File: src/verilog/pmir_pkg.sv
/*
   pmir_pkg: register map, field positions, reset values and address
   decode of the power manager interrupt and reset cause registers.
   Assumes a 32-bit AXI4-Lite slave, one aligned word per register.
*/
package pmir_pkg;
   localparam int unsigned PMIR_AW = 8;
   localparam int unsigned PMIR_DW = 32;
   localparam int unsigned PMIR_SEL_W = 3;

   // printed offsets are register indices; byte address is four times
   localparam logic [7:0] PMIR_IDX_EN_CLR = 8'h34;
   localparam logic [7:0] PMIR_IDX_EN_SET = 8'h35;
   localparam logic [7:0] PMIR_IDX_FLAG = 8'h36;
   localparam logic [7:0] PMIR_IDX_CAUSE = 8'h38;

   localparam int unsigned PMIR_BIT_CLOCK_READY = 0;
   localparam int unsigned PMIR_BIT_CLOCK_FAILURE = 1;

   localparam int unsigned PMIR_BIT_POWER_ON = 0;
   localparam int unsigned PMIR_BIT_CORE_BROWNOUT = 1;
   localparam int unsigned PMIR_BIT_IO_BROWNOUT = 2;
   localparam int unsigned PMIR_BIT_PIN_RESET = 4;
   localparam int unsigned PMIR_BIT_WATCHDOG = 5;
   localparam int unsigned PMIR_BIT_SOFTWARE_RESET = 6;

   localparam logic [7:0] PMIR_EN_RST = 8'h00;
   localparam logic [7:0] PMIR_FLAG_RST = 8'h00;
   localparam logic [7:0] PMIR_CAUSE_RST = 8'h01;
   localparam logic [7:0] PMIR_IRQ_MASK = 8'h03;
   localparam logic [7:0] PMIR_SRC_MASK = 8'h76;

   localparam logic [1:0] PMIR_RESP_OKAY = 2'h0;
   localparam logic [1:0] PMIR_RESP_SLVERR = 2'h2;

   typedef enum logic [2:0] {
      PMIR_SEL_EN_CLR,
      PMIR_SEL_EN_SET,
      PMIR_SEL_FLAG,
      PMIR_SEL_CAUSE,
      PMIR_SEL_NONE
   } pmir_sel_type;

   function automatic logic [PMIR_AW-1:0] pmir_byte_addr(
      input logic [7:0] idx);
      pmir_byte_addr = {idx[5:0], 2'b00};
   endfunction

   function automatic pmir_sel_type pmir_decode(
      input logic [PMIR_AW-1:0] addr);
      if (addr == pmir_byte_addr(PMIR_IDX_EN_CLR))
         pmir_decode = PMIR_SEL_EN_CLR;
      else if (addr == pmir_byte_addr(PMIR_IDX_EN_SET))
         pmir_decode = PMIR_SEL_EN_SET;
      else if (addr == pmir_byte_addr(PMIR_IDX_FLAG))
         pmir_decode = PMIR_SEL_FLAG;
      else if (addr == pmir_byte_addr(PMIR_IDX_CAUSE))
         pmir_decode = PMIR_SEL_CAUSE;
      else
         pmir_decode = PMIR_SEL_NONE;
   endfunction
endpackage

File: src/verilog/pmir_axil_slave.sv
/*
   pmir_axil_slave: AXI4-Lite channel handshakes for the register bank.
   Assumes the owner decodes wr_addr and S_AXI_ARADDR combinationally
   and answers wr_err, rd_data and rd_err in the same cycle.
*/
`timescale 1ns/1ns
module pmir_axil_slave
   import pmir_pkg::*;
(
   input wire logic clk,
   input wire logic rst,
   input wire logic [PMIR_AW-1:0] awaddr,
   input wire logic awvalid,
   output logic awready,
   input wire logic [PMIR_DW-1:0] wdata,
   input wire logic [3:0] wstrb,
   input wire logic wvalid,
   output logic wready,
   output logic [1:0] bresp,
   output logic bvalid,
   input wire logic bready,
   input wire logic arvalid,
   output logic arready,
   output logic [PMIR_DW-1:0] rdata,
   output logic [1:0] rresp,
   output logic rvalid,
   input wire logic rready,
   output logic wr_fire,
   output logic [PMIR_AW-1:0] wr_addr,
   output logic [7:0] wr_data,
   output logic wr_lane0,
   input wire logic wr_err,
   output logic rd_fire,
   input wire logic [7:0] rd_data,
   input wire logic rd_err
);
   logic aw_full_q;
   logic w_full_q;
   logic bvalid_q;
   logic rvalid_q;
   logic [1:0] bresp_q;
   logic [1:0] rresp_q;
   logic [PMIR_DW-1:0] rdata_q;
   logic [PMIR_AW-1:0] aw_addr_q;
   logic [7:0] w_data_q;
   logic w_lane0_q;

   // address and data are parked independently so either may come first
   assign awready = !aw_full_q;
   assign wready = !w_full_q;
   assign wr_fire = aw_full_q && w_full_q && !bvalid_q;
   assign wr_addr = aw_addr_q;
   assign wr_data = w_data_q;
   assign wr_lane0 = w_lane0_q;
   assign bvalid = bvalid_q;
   assign bresp = bresp_q;
   assign arready = !rvalid_q;
   assign rd_fire = arvalid && !rvalid_q;
   assign rvalid = rvalid_q;
   assign rresp = rresp_q;
   assign rdata = rdata_q;

   always_ff @(posedge clk)
   begin
      if (rst)
      begin
         aw_full_q <= 1'b0;
         aw_addr_q <= '0;
      end
      else if (awvalid && !aw_full_q)
      begin
         aw_full_q <= 1'b1;
         aw_addr_q <= awaddr;
      end
      else if (wr_fire)
         aw_full_q <= 1'b0;
   end

   always_ff @(posedge clk)
   begin
      if (rst)
      begin
         w_full_q <= 1'b0;
         w_data_q <= 8'h00;
         w_lane0_q <= 1'b0;
      end
      else if (wvalid && !w_full_q)
      begin
         w_full_q <= 1'b1;
         w_data_q <= wdata[7:0];
         w_lane0_q <= wstrb[0];
      end
      else if (wr_fire)
         w_full_q <= 1'b0;
   end

   always_ff @(posedge clk)
   begin
      if (rst)
      begin
         bvalid_q <= 1'b0;
         bresp_q <= PMIR_RESP_OKAY;
      end
      else if (wr_fire)
      begin
         bvalid_q <= 1'b1;
         bresp_q <= wr_err ? PMIR_RESP_SLVERR : PMIR_RESP_OKAY;
      end
      else if (bready)
         bvalid_q <= 1'b0;
   end

   always_ff @(posedge clk)
   begin
      if (rst)
      begin
         rvalid_q <= 1'b0;
         rresp_q <= PMIR_RESP_OKAY;
         rdata_q <= '0;
      end
      else if (rd_fire)
      begin
         rvalid_q <= 1'b1;
         rresp_q <= rd_err ? PMIR_RESP_SLVERR : PMIR_RESP_OKAY;
         rdata_q <= {24'h000000, rd_data};
      end
      else if (rready)
         rvalid_q <= 1'b0;
   end
endmodule

File: src/verilog/pmir_reset_cause.sv
/*
   pmir_reset_cause: last reset source register.
   Assumes source events are one-cycle or level signals synchronous to
   clk, and that rst is the power-on reset of this logic.
*/
`timescale 1ns/1ns
module pmir_reset_cause
   import pmir_pkg::*;
(
   input wire logic clk,
   input wire logic rst,
   input wire logic [7:0] sources,
   output logic [7:0] cause
);
   logic [7:0] cause_q;
   logic [7:0] hit;

   assign hit = sources & PMIR_SRC_MASK;
   assign cause = cause_q;

   // only the newest source is kept; simultaneous sources all show
   always_ff @(posedge clk)
   begin
      if (rst)
         cause_q <= PMIR_CAUSE_RST;
      else if (|hit)
         cause_q <= hit;
   end
endmodule

File: src/verilog/pmir_top.sv
/*
   pmir_top: power manager interrupt enable, interrupt flag and reset
   cause registers behind an AXI4-Lite slave, with one interrupt line.
   Assumes all inputs synchronous to MCLK; reset sources arrive as
   event inputs, and RESET itself counts as a power-on reset.
*/
// Register access over AXI4-Lite was chosen for this implementation.
`timescale 1ns/1ns
module pmir_top
   import pmir_pkg::*;
(
   input wire logic MCLK,
   input wire logic RESET,
   input wire logic [PMIR_AW-1:0] S_AXI_AWADDR,
   input wire logic S_AXI_AWVALID,
   output logic S_AXI_AWREADY,
   input wire logic [PMIR_DW-1:0] S_AXI_WDATA,
   input wire logic [3:0] S_AXI_WSTRB,
   input wire logic S_AXI_WVALID,
   output logic S_AXI_WREADY,
   output logic [1:0] S_AXI_BRESP,
   output logic S_AXI_BVALID,
   input wire logic S_AXI_BREADY,
   input wire logic [PMIR_AW-1:0] S_AXI_ARADDR,
   input wire logic S_AXI_ARVALID,
   output logic S_AXI_ARREADY,
   output logic [PMIR_DW-1:0] S_AXI_RDATA,
   output logic [1:0] S_AXI_RRESP,
   output logic S_AXI_RVALID,
   input wire logic S_AXI_RREADY,
   input wire logic [PMIR_SEL_W-1:0] CPU_CLOCK_DIVIDER_SELECT,
   input wire logic [PMIR_SEL_W-1:0] CPU_CLOCK_DIVIDER_ACTIVE,
   input wire logic [PMIR_SEL_W-1:0] PERIPHERAL_BUS_CLOCK_SELECT,
   input wire logic [PMIR_SEL_W-1:0] PERIPHERAL_BUS_CLOCK_ACTIVE,
   input wire logic CLOCK_FAILURE_DETECT,
   input wire logic SOFTWARE_RESET_REQUEST,
   input wire logic WATCHDOG_RESET,
   input wire logic PIN_RESET,
   input wire logic BROWNOUT_IO_SUPPLY_RESET,
   input wire logic BROWNOUT_CORE_SUPPLY_RESET,
   output logic IRQ
);
   pmir_sel_type wr_sel;
   pmir_sel_type rd_sel;
   logic wr_fire;
   logic [PMIR_AW-1:0] wr_addr;
   logic [7:0] wr_data;
   logic wr_lane0;
   logic wr_err;
   logic rd_fire;
   logic [7:0] rd_data;
   logic rd_err;
   logic [7:0] wbits;
   logic [7:0] en_clr_bits;
   logic [7:0] en_set_bits;
   logic [7:0] flag_clr_bits;
   logic [7:0] flag_set_bits;
   logic [7:0] en_q;
   logic [7:0] en_d;
   logic [7:0] flag_q;
   logic [7:0] flag_d;
   logic [7:0] sources;
   logic [7:0] cause;
   logic clk_match;
   logic match_q;
   logic ready_event;
   logic irq_q;
   logic rst_d1_q;

   pmir_axil_slave u_bus (
      .clk (MCLK),
      .rst (RESET),
      .awaddr (S_AXI_AWADDR),
      .awvalid (S_AXI_AWVALID),
      .awready (S_AXI_AWREADY),
      .wdata (S_AXI_WDATA),
      .wstrb (S_AXI_WSTRB),
      .wvalid (S_AXI_WVALID),
      .wready (S_AXI_WREADY),
      .bresp (S_AXI_BRESP),
      .bvalid (S_AXI_BVALID),
      .bready (S_AXI_BREADY),
      .arvalid (S_AXI_ARVALID),
      .arready (S_AXI_ARREADY),
      .rdata (S_AXI_RDATA),
      .rresp (S_AXI_RRESP),
      .rvalid (S_AXI_RVALID),
      .rready (S_AXI_RREADY),
      .wr_fire (wr_fire),
      .wr_addr (wr_addr),
      .wr_data (wr_data),
      .wr_lane0 (wr_lane0),
      .wr_err (wr_err),
      .rd_fire (rd_fire),
      .rd_data (rd_data),
      .rd_err (rd_err)
   );

   // write side: only ones on implemented bits of byte lane 0 act
   always_comb
   begin
      wr_sel = pmir_decode(wr_addr);
      wr_err = (wr_sel == PMIR_SEL_NONE);
      wbits = (wr_fire && wr_lane0) ? (wr_data & PMIR_IRQ_MASK) : 8'h00;
      en_clr_bits = (wr_sel == PMIR_SEL_EN_CLR) ? wbits : 8'h00;
      en_set_bits = (wr_sel == PMIR_SEL_EN_SET) ? wbits : 8'h00;
      flag_clr_bits = (wr_sel == PMIR_SEL_FLAG) ? wbits : 8'h00;
   end

   // clock ready fires on the cycle the running clocks reach the
   // programmed selections, not continuously while they match
   assign clk_match =
      (CPU_CLOCK_DIVIDER_ACTIVE == CPU_CLOCK_DIVIDER_SELECT) &&
      (PERIPHERAL_BUS_CLOCK_ACTIVE == PERIPHERAL_BUS_CLOCK_SELECT);
   assign ready_event = clk_match && !match_q;

   always_ff @(posedge MCLK)
   begin
      if (RESET)
         match_q <= 1'b0;
      else
         match_q <= clk_match;
   end

   always_comb
   begin
      flag_set_bits = 8'h00;
      flag_set_bits[PMIR_BIT_CLOCK_READY] = ready_event;
      flag_set_bits[PMIR_BIT_CLOCK_FAILURE] = CLOCK_FAILURE_DETECT;
   end

   // a set arriving with a one-write on the same flag wins
   assign flag_d = (flag_q & ~flag_clr_bits) | flag_set_bits;
   assign en_d = (en_q | en_set_bits) & ~en_clr_bits;

   always_ff @(posedge MCLK)
   begin
      if (RESET)
         flag_q <= PMIR_FLAG_RST;
      else
         flag_q <= flag_d;
   end

   always_ff @(posedge MCLK)
   begin
      if (RESET)
         en_q <= PMIR_EN_RST;
      else
         en_q <= en_d;
   end

   // registered from next values so the line tracks the registers
   always_ff @(posedge MCLK)
   begin
      if (RESET)
         irq_q <= 1'b0;
      else
         irq_q <= |(flag_d & en_d);
   end
   assign IRQ = irq_q;

   always_comb
   begin
      sources = 8'h00;
      sources[PMIR_BIT_SOFTWARE_RESET] = SOFTWARE_RESET_REQUEST;
      sources[PMIR_BIT_WATCHDOG] = WATCHDOG_RESET;
      sources[PMIR_BIT_PIN_RESET] = PIN_RESET;
      sources[PMIR_BIT_IO_BROWNOUT] = BROWNOUT_IO_SUPPLY_RESET;
      sources[PMIR_BIT_CORE_BROWNOUT] = BROWNOUT_CORE_SUPPLY_RESET;
   end

   pmir_reset_cause u_cause (
      .clk (MCLK),
      .rst (RESET),
      .sources (sources),
      .cause (cause)
   );

   // both enable views read the same state
   always_comb
   begin
      rd_sel = pmir_decode(S_AXI_ARADDR);
      rd_err = 1'b0;
      case (rd_sel)
         PMIR_SEL_EN_CLR: rd_data = en_q;
         PMIR_SEL_EN_SET: rd_data = en_q;
         PMIR_SEL_FLAG: rd_data = flag_q;
         PMIR_SEL_CAUSE: rd_data = cause;
         default:
         begin
            rd_data = 8'h00;
            rd_err = 1'b1;
         end
      endcase
   end

   // helper: no reset, so the cycle after release is visible
   always_ff @(posedge MCLK)
   begin
      rst_d1_q <= RESET;
   end

   property p_en_clear;
      @(posedge MCLK) disable iff (RESET)
      en_clr_bits[PMIR_BIT_CLOCK_READY] |=>
         !en_q[PMIR_BIT_CLOCK_READY] &&
         !(IRQ && !(flag_q[1] && en_q[1]));
   endproperty
   a_en_clear: assert property (p_en_clear)
      else $error("enable clear did not drop enable and request");

   property p_zero_write;
      @(posedge MCLK) disable iff (RESET)
      wr_fire && (!wr_lane0 || wr_data[1:0] == 2'b00) |=>
         en_q == $past(en_q) &&
         (flag_q | $past(flag_set_bits)) ==
         ($past(flag_q) | $past(flag_set_bits));
   endproperty
   a_zero_write: assert property (p_zero_write)
      else $error("zero write changed interrupt state");

   property p_en_set;
      @(posedge MCLK) disable iff (RESET)
      en_set_bits[PMIR_BIT_CLOCK_READY] |=>
         en_q[PMIR_BIT_CLOCK_READY] ##1
         (!S_AXI_RVALID || !$past(rd_fire) ||
          ($past(rd_sel) != PMIR_SEL_EN_SET &&
           $past(rd_sel) != PMIR_SEL_EN_CLR) ||
          S_AXI_RDATA[PMIR_BIT_CLOCK_READY]);
   endproperty
   a_en_set: assert property (p_en_set)
      else $error("enable set did not raise clock ready enable");

   property p_irq;
      @(posedge MCLK) disable iff (RESET)
      IRQ == |(flag_q & en_q);
   endproperty
   a_irq: assert property (p_irq)
      else $error("interrupt line disagrees with flags and enables");

   property p_ready_set;
      @(posedge MCLK) disable iff (RESET)
      clk_match && !$past(clk_match) && !$past(RESET) |=>
         flag_q[PMIR_BIT_CLOCK_READY];
   endproperty
   a_ready_set: assert property (p_ready_set)
      else $error("clock ready flag not set after clocks matched");

   property p_ready_hold;
      @(posedge MCLK) disable iff (RESET)
      flag_q[PMIR_BIT_CLOCK_READY] &&
         !flag_clr_bits[PMIR_BIT_CLOCK_READY] |=>
         flag_q[PMIR_BIT_CLOCK_READY];
   endproperty
   a_ready_hold: assert property (p_ready_hold)
      else $error("clock ready flag cleared without a one write");

   property p_cause_reset;
      @(posedge MCLK) disable iff (RESET)
      rst_d1_q |-> cause == PMIR_CAUSE_RST;
   endproperty
   a_cause_reset: assert property (p_cause_reset)
      else $error("reset cause not at power-on value after reset");

   property p_cause_software;
      @(posedge MCLK) disable iff (RESET)
      SOFTWARE_RESET_REQUEST |=> cause[PMIR_BIT_SOFTWARE_RESET];
   endproperty
   a_cause_software: assert property (p_cause_software)
      else $error("software reset request not recorded");

   property p_cause_watchdog;
      @(posedge MCLK) disable iff (RESET)
      WATCHDOG_RESET |=> cause[PMIR_BIT_WATCHDOG];
   endproperty
   a_cause_watchdog: assert property (p_cause_watchdog)
      else $error("watchdog reset not recorded");

   property p_cause_pin;
      @(posedge MCLK) disable iff (RESET)
      PIN_RESET |=> cause[PMIR_BIT_PIN_RESET];
   endproperty
   a_cause_pin: assert property (p_cause_pin)
      else $error("pin reset not recorded");

   property p_cause_io;
      @(posedge MCLK) disable iff (RESET)
      BROWNOUT_IO_SUPPLY_RESET |=> cause[PMIR_BIT_IO_BROWNOUT];
   endproperty
   a_cause_io: assert property (p_cause_io)
      else $error("io supply brownout reset not recorded");

   property p_cause_core;
      @(posedge MCLK) disable iff (RESET)
      BROWNOUT_CORE_SUPPLY_RESET |=> cause[PMIR_BIT_CORE_BROWNOUT];
   endproperty
   a_cause_core: assert property (p_cause_core)
      else $error("core supply brownout reset not recorded");

   property p_failure_enable;
      @(posedge MCLK) disable iff (RESET)
      en_set_bits[PMIR_BIT_CLOCK_FAILURE] |=>
         en_q[PMIR_BIT_CLOCK_FAILURE] [*1] ##0
         (IRQ == flag_q[PMIR_BIT_CLOCK_FAILURE] || flag_q[0]);
   endproperty
   a_failure_enable: assert property (p_failure_enable)
      else $error("enable set did not raise clock failure enable");

   property p_failure_flag;
      @(posedge MCLK) disable iff (RESET)
      CLOCK_FAILURE_DETECT |=> flag_q[PMIR_BIT_CLOCK_FAILURE] ##1
         (flag_q[PMIR_BIT_CLOCK_FAILURE] ||
          $past(flag_clr_bits[PMIR_BIT_CLOCK_FAILURE]));
   endproperty
   a_failure_flag: assert property (p_failure_flag)
      else $error("clock failure flag not set or lost without a clear");
endmodule

File: config.mk
export PLATFORM = sky130hd
export DESIGN_NAME = pmir_top
export DESIGN_NICKNAME = d
export VERILOG_FILES = /design/src/verilog/pmir_pkg.sv /design/src/verilog/pmir_axil_slave.sv /design/src/verilog/pmir_reset_cause.sv /design/src/verilog/pmir_top.sv
export SDC_FILE = /design/constraint.sdc
export NUM_CORES = 1
export LEC_CHECK = 0
export ABC_AREA = 0
export BUFFER_PORTS_ARGS = -buffer_cell sky130_fd_sc_hd__buf_2
export CAP_MARGIN = 10
export CELL_PAD_IN_SITES_DETAIL_PLACEMENT = 1
export CELL_PAD_IN_SITES_GLOBAL_PLACEMENT = 1
export CORE_MARGIN = 5
export CORE_UTILIZATION = 29
export CTS_CLUSTER_SIZE = 30
export DETAILED_ROUTE_END_ITERATION = 7
export GPL_ROUTABILITY_DRIVEN = 0
export PLACE_DENSITY = 0.91
export SKIP_CTS_REPAIR_TIMING = 1
export SLEW_MARGIN = 0
export SYNTH_ARGS = -nofsm -noshare
export SYNTH_HDL_FRONTEND = slang
export SYNTH_SLANG_ARGS = --single-unit
File: constraint.sdc
create_clock -name MCLK -period 1.5 [get_ports MCLK]
set_clock_uncertainty 0.1 [all_clocks]
set_input_delay 0 -clock MCLK [delete_from_list [all_inputs] [get_ports MCLK]]
set_output_delay 0 -clock MCLK [all_outputs]
set_load 0.005 [all_outputs]
==> out/qor.txt <==
CTS buffer count -> 5
Final Cell Area -> 2390 µm²
total grt overflow -> 0
# diodes -> 0
final WL -> 4.58 mm
Worst-path clk slew -> 0.07 ns
largest net degree at the start of global routing -> 23
Tmin final -> 1.41 ns
vias per inst -> 4.45
fmax -> 711 MHz
Final setup viols -> 0
clk sinks -> 35
Reg area -> 704 µm²
DRT Pass-1 Iters -> 4
average wire per standard cell -> 13.1 µm
DRC -> 0
cell count after synthesis -> 191
IO Pins -> 119
Data arrival, critical path -> 1.52 ns
remaining antenna violation count -> 0
Final Cycle Share -> 0.938
global-route wire length before repair -> 6.76 mm
Peak VDD IR -> 0.000395 V
Final Hold Vio Count -> 0
RSZ-0062 raised after global routing -> yes
Seq/Total Area, Yosys -> 0.399
Die X-Extent -> 87.8 µm
area grow syn2layout -> 36.1%
Syn Std Cell Area -> 1760 µm²
footprint of the multi-input gates -> 940 µm²
core area -> 5920 µm²
CTS tree -> built
Critical Path Fanout Max -> 6
average size of a mapped cell -> 9.19 µm²
CTS root buf -> clkbuf_8
total power -> 2.08 mW
layout cells sized above 1 -> 0.327
critical path launch point type -> input port
min-delay worst type -> in -> reg
Die H -> 87.8 µm
Leak -> 1.07 nW
crit path kind -> in -> reg
Cell variety after synth -> 36
Row Count -> 28
Longest Clk Path Bufs -> 2
placement-stage cell area -> 2040 µm²
via count -> 1,558
Post-DP HPWL -> 3.43 mm
H-tree depth -> 2
Clock Latency Late Sink -> 0.28 ns
starting density of the core -> 0.296
vias in the first global route -> 1,560
final count of pins violating max slew -> 0
port buffer count -> 57
DIE AREA -> 7710 µm²
fillers -> 721
Crit. End Element -> register
synth warn -> 0
Final nets -> 351
WP data required -> 1.62 ns
status -> finished clean
DR iter-0 viols -> 55
pwr dens -> 869 nW/µm²
count of state elements after synthesis -> 35
# Max-Cap Violations -> 0
initial antenna violation count -> 0
GRT Overall Usage -> 0.111
## critical path: stages
cell and delay (ns):
dlygate4sd3_1 0.54, buf_2 0.14, or4_1 0.41, nor2_2 0.24, a21oi_1 0.11, nor2_1 0.09
## placed cells by master, fill, tap and decap left out, drive strengths merged, types with 2 or more instances in the layout
master       netlist  layout
nand3b             2       2
nand2b             6       6
buf               32      62
nor3               9       9
a21oi             12      12
conb               1      28
clkbuf             2       7
a22oi              5       5
o41ai              2       2
a211oi             2       2
nor4b              2       2
nor4               3       3
inv                4       4
dfxtp             35      35
and4b              2       2
mux2i             14      14
nand4              4       4
xor2               6       6
dlygate4sd3        0      21
nor2b              5       5
nand2              3       3
nor2              32      32
## stage by stage
| stage | utilization | hold slack, ns | TNS, ns | worst slack (ns) | instances |
|---|---|---|---|---|---|
| CTS | 0.362 | -0.157 | -0.0305 | -0.0184 | 329 |
| global placement | 0.344 | 0.116 | 0 | 0.0219 | 321 |
| finish | 0.404 | 0.0161 | 0 | 0.0930 | 350 |
| global route | 0.404 | 0.0640 | -0.0653 | -0.0300 | 350 |
| detailed placement | 0.344 | 0.138 | -0.000486 | -0.000486 | 321 |
| floorplan | - | 0.0174 | 0 | 0.164 | 218 |
## state kept, by name, summed over array words and instances, names as in the netlist, 2 cells and up
signal / cells
flag_q: 2
u_bus.wr_addr: 8
u_bus.rdata: 6
u_bus.wr_data: 2
en_q: 2
u_cause.cause: 6
## metal layers
metal  GRT usage  share of wire  vias to the layer above
met3      0.0310          0.078                        4
li1            -              -                      770
met2       0.192           0.50                       54
met1       0.133           0.41                      730
met4      0.0377         0.0063                        0
met5           0              0                        -
## cells in the mapped netlist
library cell  number  share of area
and4b_1            2          0.011
nand3b_1           2         0.0086
nor2b_1            5          0.018
a21oi_1           11          0.031
inv_1              2         0.0043
nand2_1            3         0.0064
dfxtp_1           35           0.40
or3_1              1         0.0036
nor4_4             1          0.012
nand2b_1           6          0.021
nand4_1            4          0.014
nor2_1            31          0.066
or3b_4             1         0.0064
mux2i_1           14          0.080
o41ai_2            2          0.019
inv_2              2         0.0043
conb_1             1         0.0021
nor3_1             8          0.023
buf_1              2         0.0043
a21o_1             1         0.0043
clkbuf_1           2         0.0043
buf_4             28           0.12
o32ai_1            1         0.0050
or4_1              1         0.0043
nor4_1             2         0.0071
nor2_2             1         0.0036
o21bai_2           1         0.0064
nor4b_1            2          0.010
a21oi_4            1         0.0093
nand4bb_4          1          0.016
o21a_1             1         0.0043
buf_2              2         0.0057
a22oi_1            5          0.021
a211oi_1           2         0.0086
xor2_1             6          0.030
nor3_2             1         0.0057
## layout make-up
class                   count  area share
multi-input cells         145       0.393
clock inverters             1     0.00314
repair buffers             83       0.223
flip-flops and latches     35       0.295
inverters                   4     0.00628
well taps                  75      0.0393
clock buffers               7      0.0403
## cell families after synthesis
group / synth area share
AO/OA/AOI/OAI: 0.109
XOR/XNOR: 0.0299
buffers and inverters: 0.143
flip-flops: 0.399
multiplexers: 0.0798
other: 0.00214
AND/OR/NAND/NOR: 0.237
## final timing paths
kind,start,endpoint,slack [ns],cells past startpoint
hold / removal,CPU_CLOCK_DIVIDER_SELECT[0],match_q$_SDFF_PP0_,0.02,3
setup / recovery,BROWNOUT_CORE_SUPPLY_RESET,u_cause.cause[5]$_SDFFE_PP0P_,0.09,6
hold reg to reg,u_bus.rdata[0]$_SDFFE_PP0P_,u_bus.rdata[0]$_SDFFE_PP0P_,0.36,2
setup reg to reg,u_bus.aw_full_q$_SDFFE_PP0P_,u_bus.bresp[1]$_SDFFE_PP0P_,0.11,4
## power by group
part / switching, mW / internal, mW / leakage, nW / total [mW]
Clock: 0.327 / 0.418 / 0.0505 / 0.744
Combinational: 0.159 / 0.167 / 0.733 / 0.326
Sequential: 0.0353 / 0.973 / 0.288 / 1.01
Note: power is estimated with default switching activity, not from simulation.
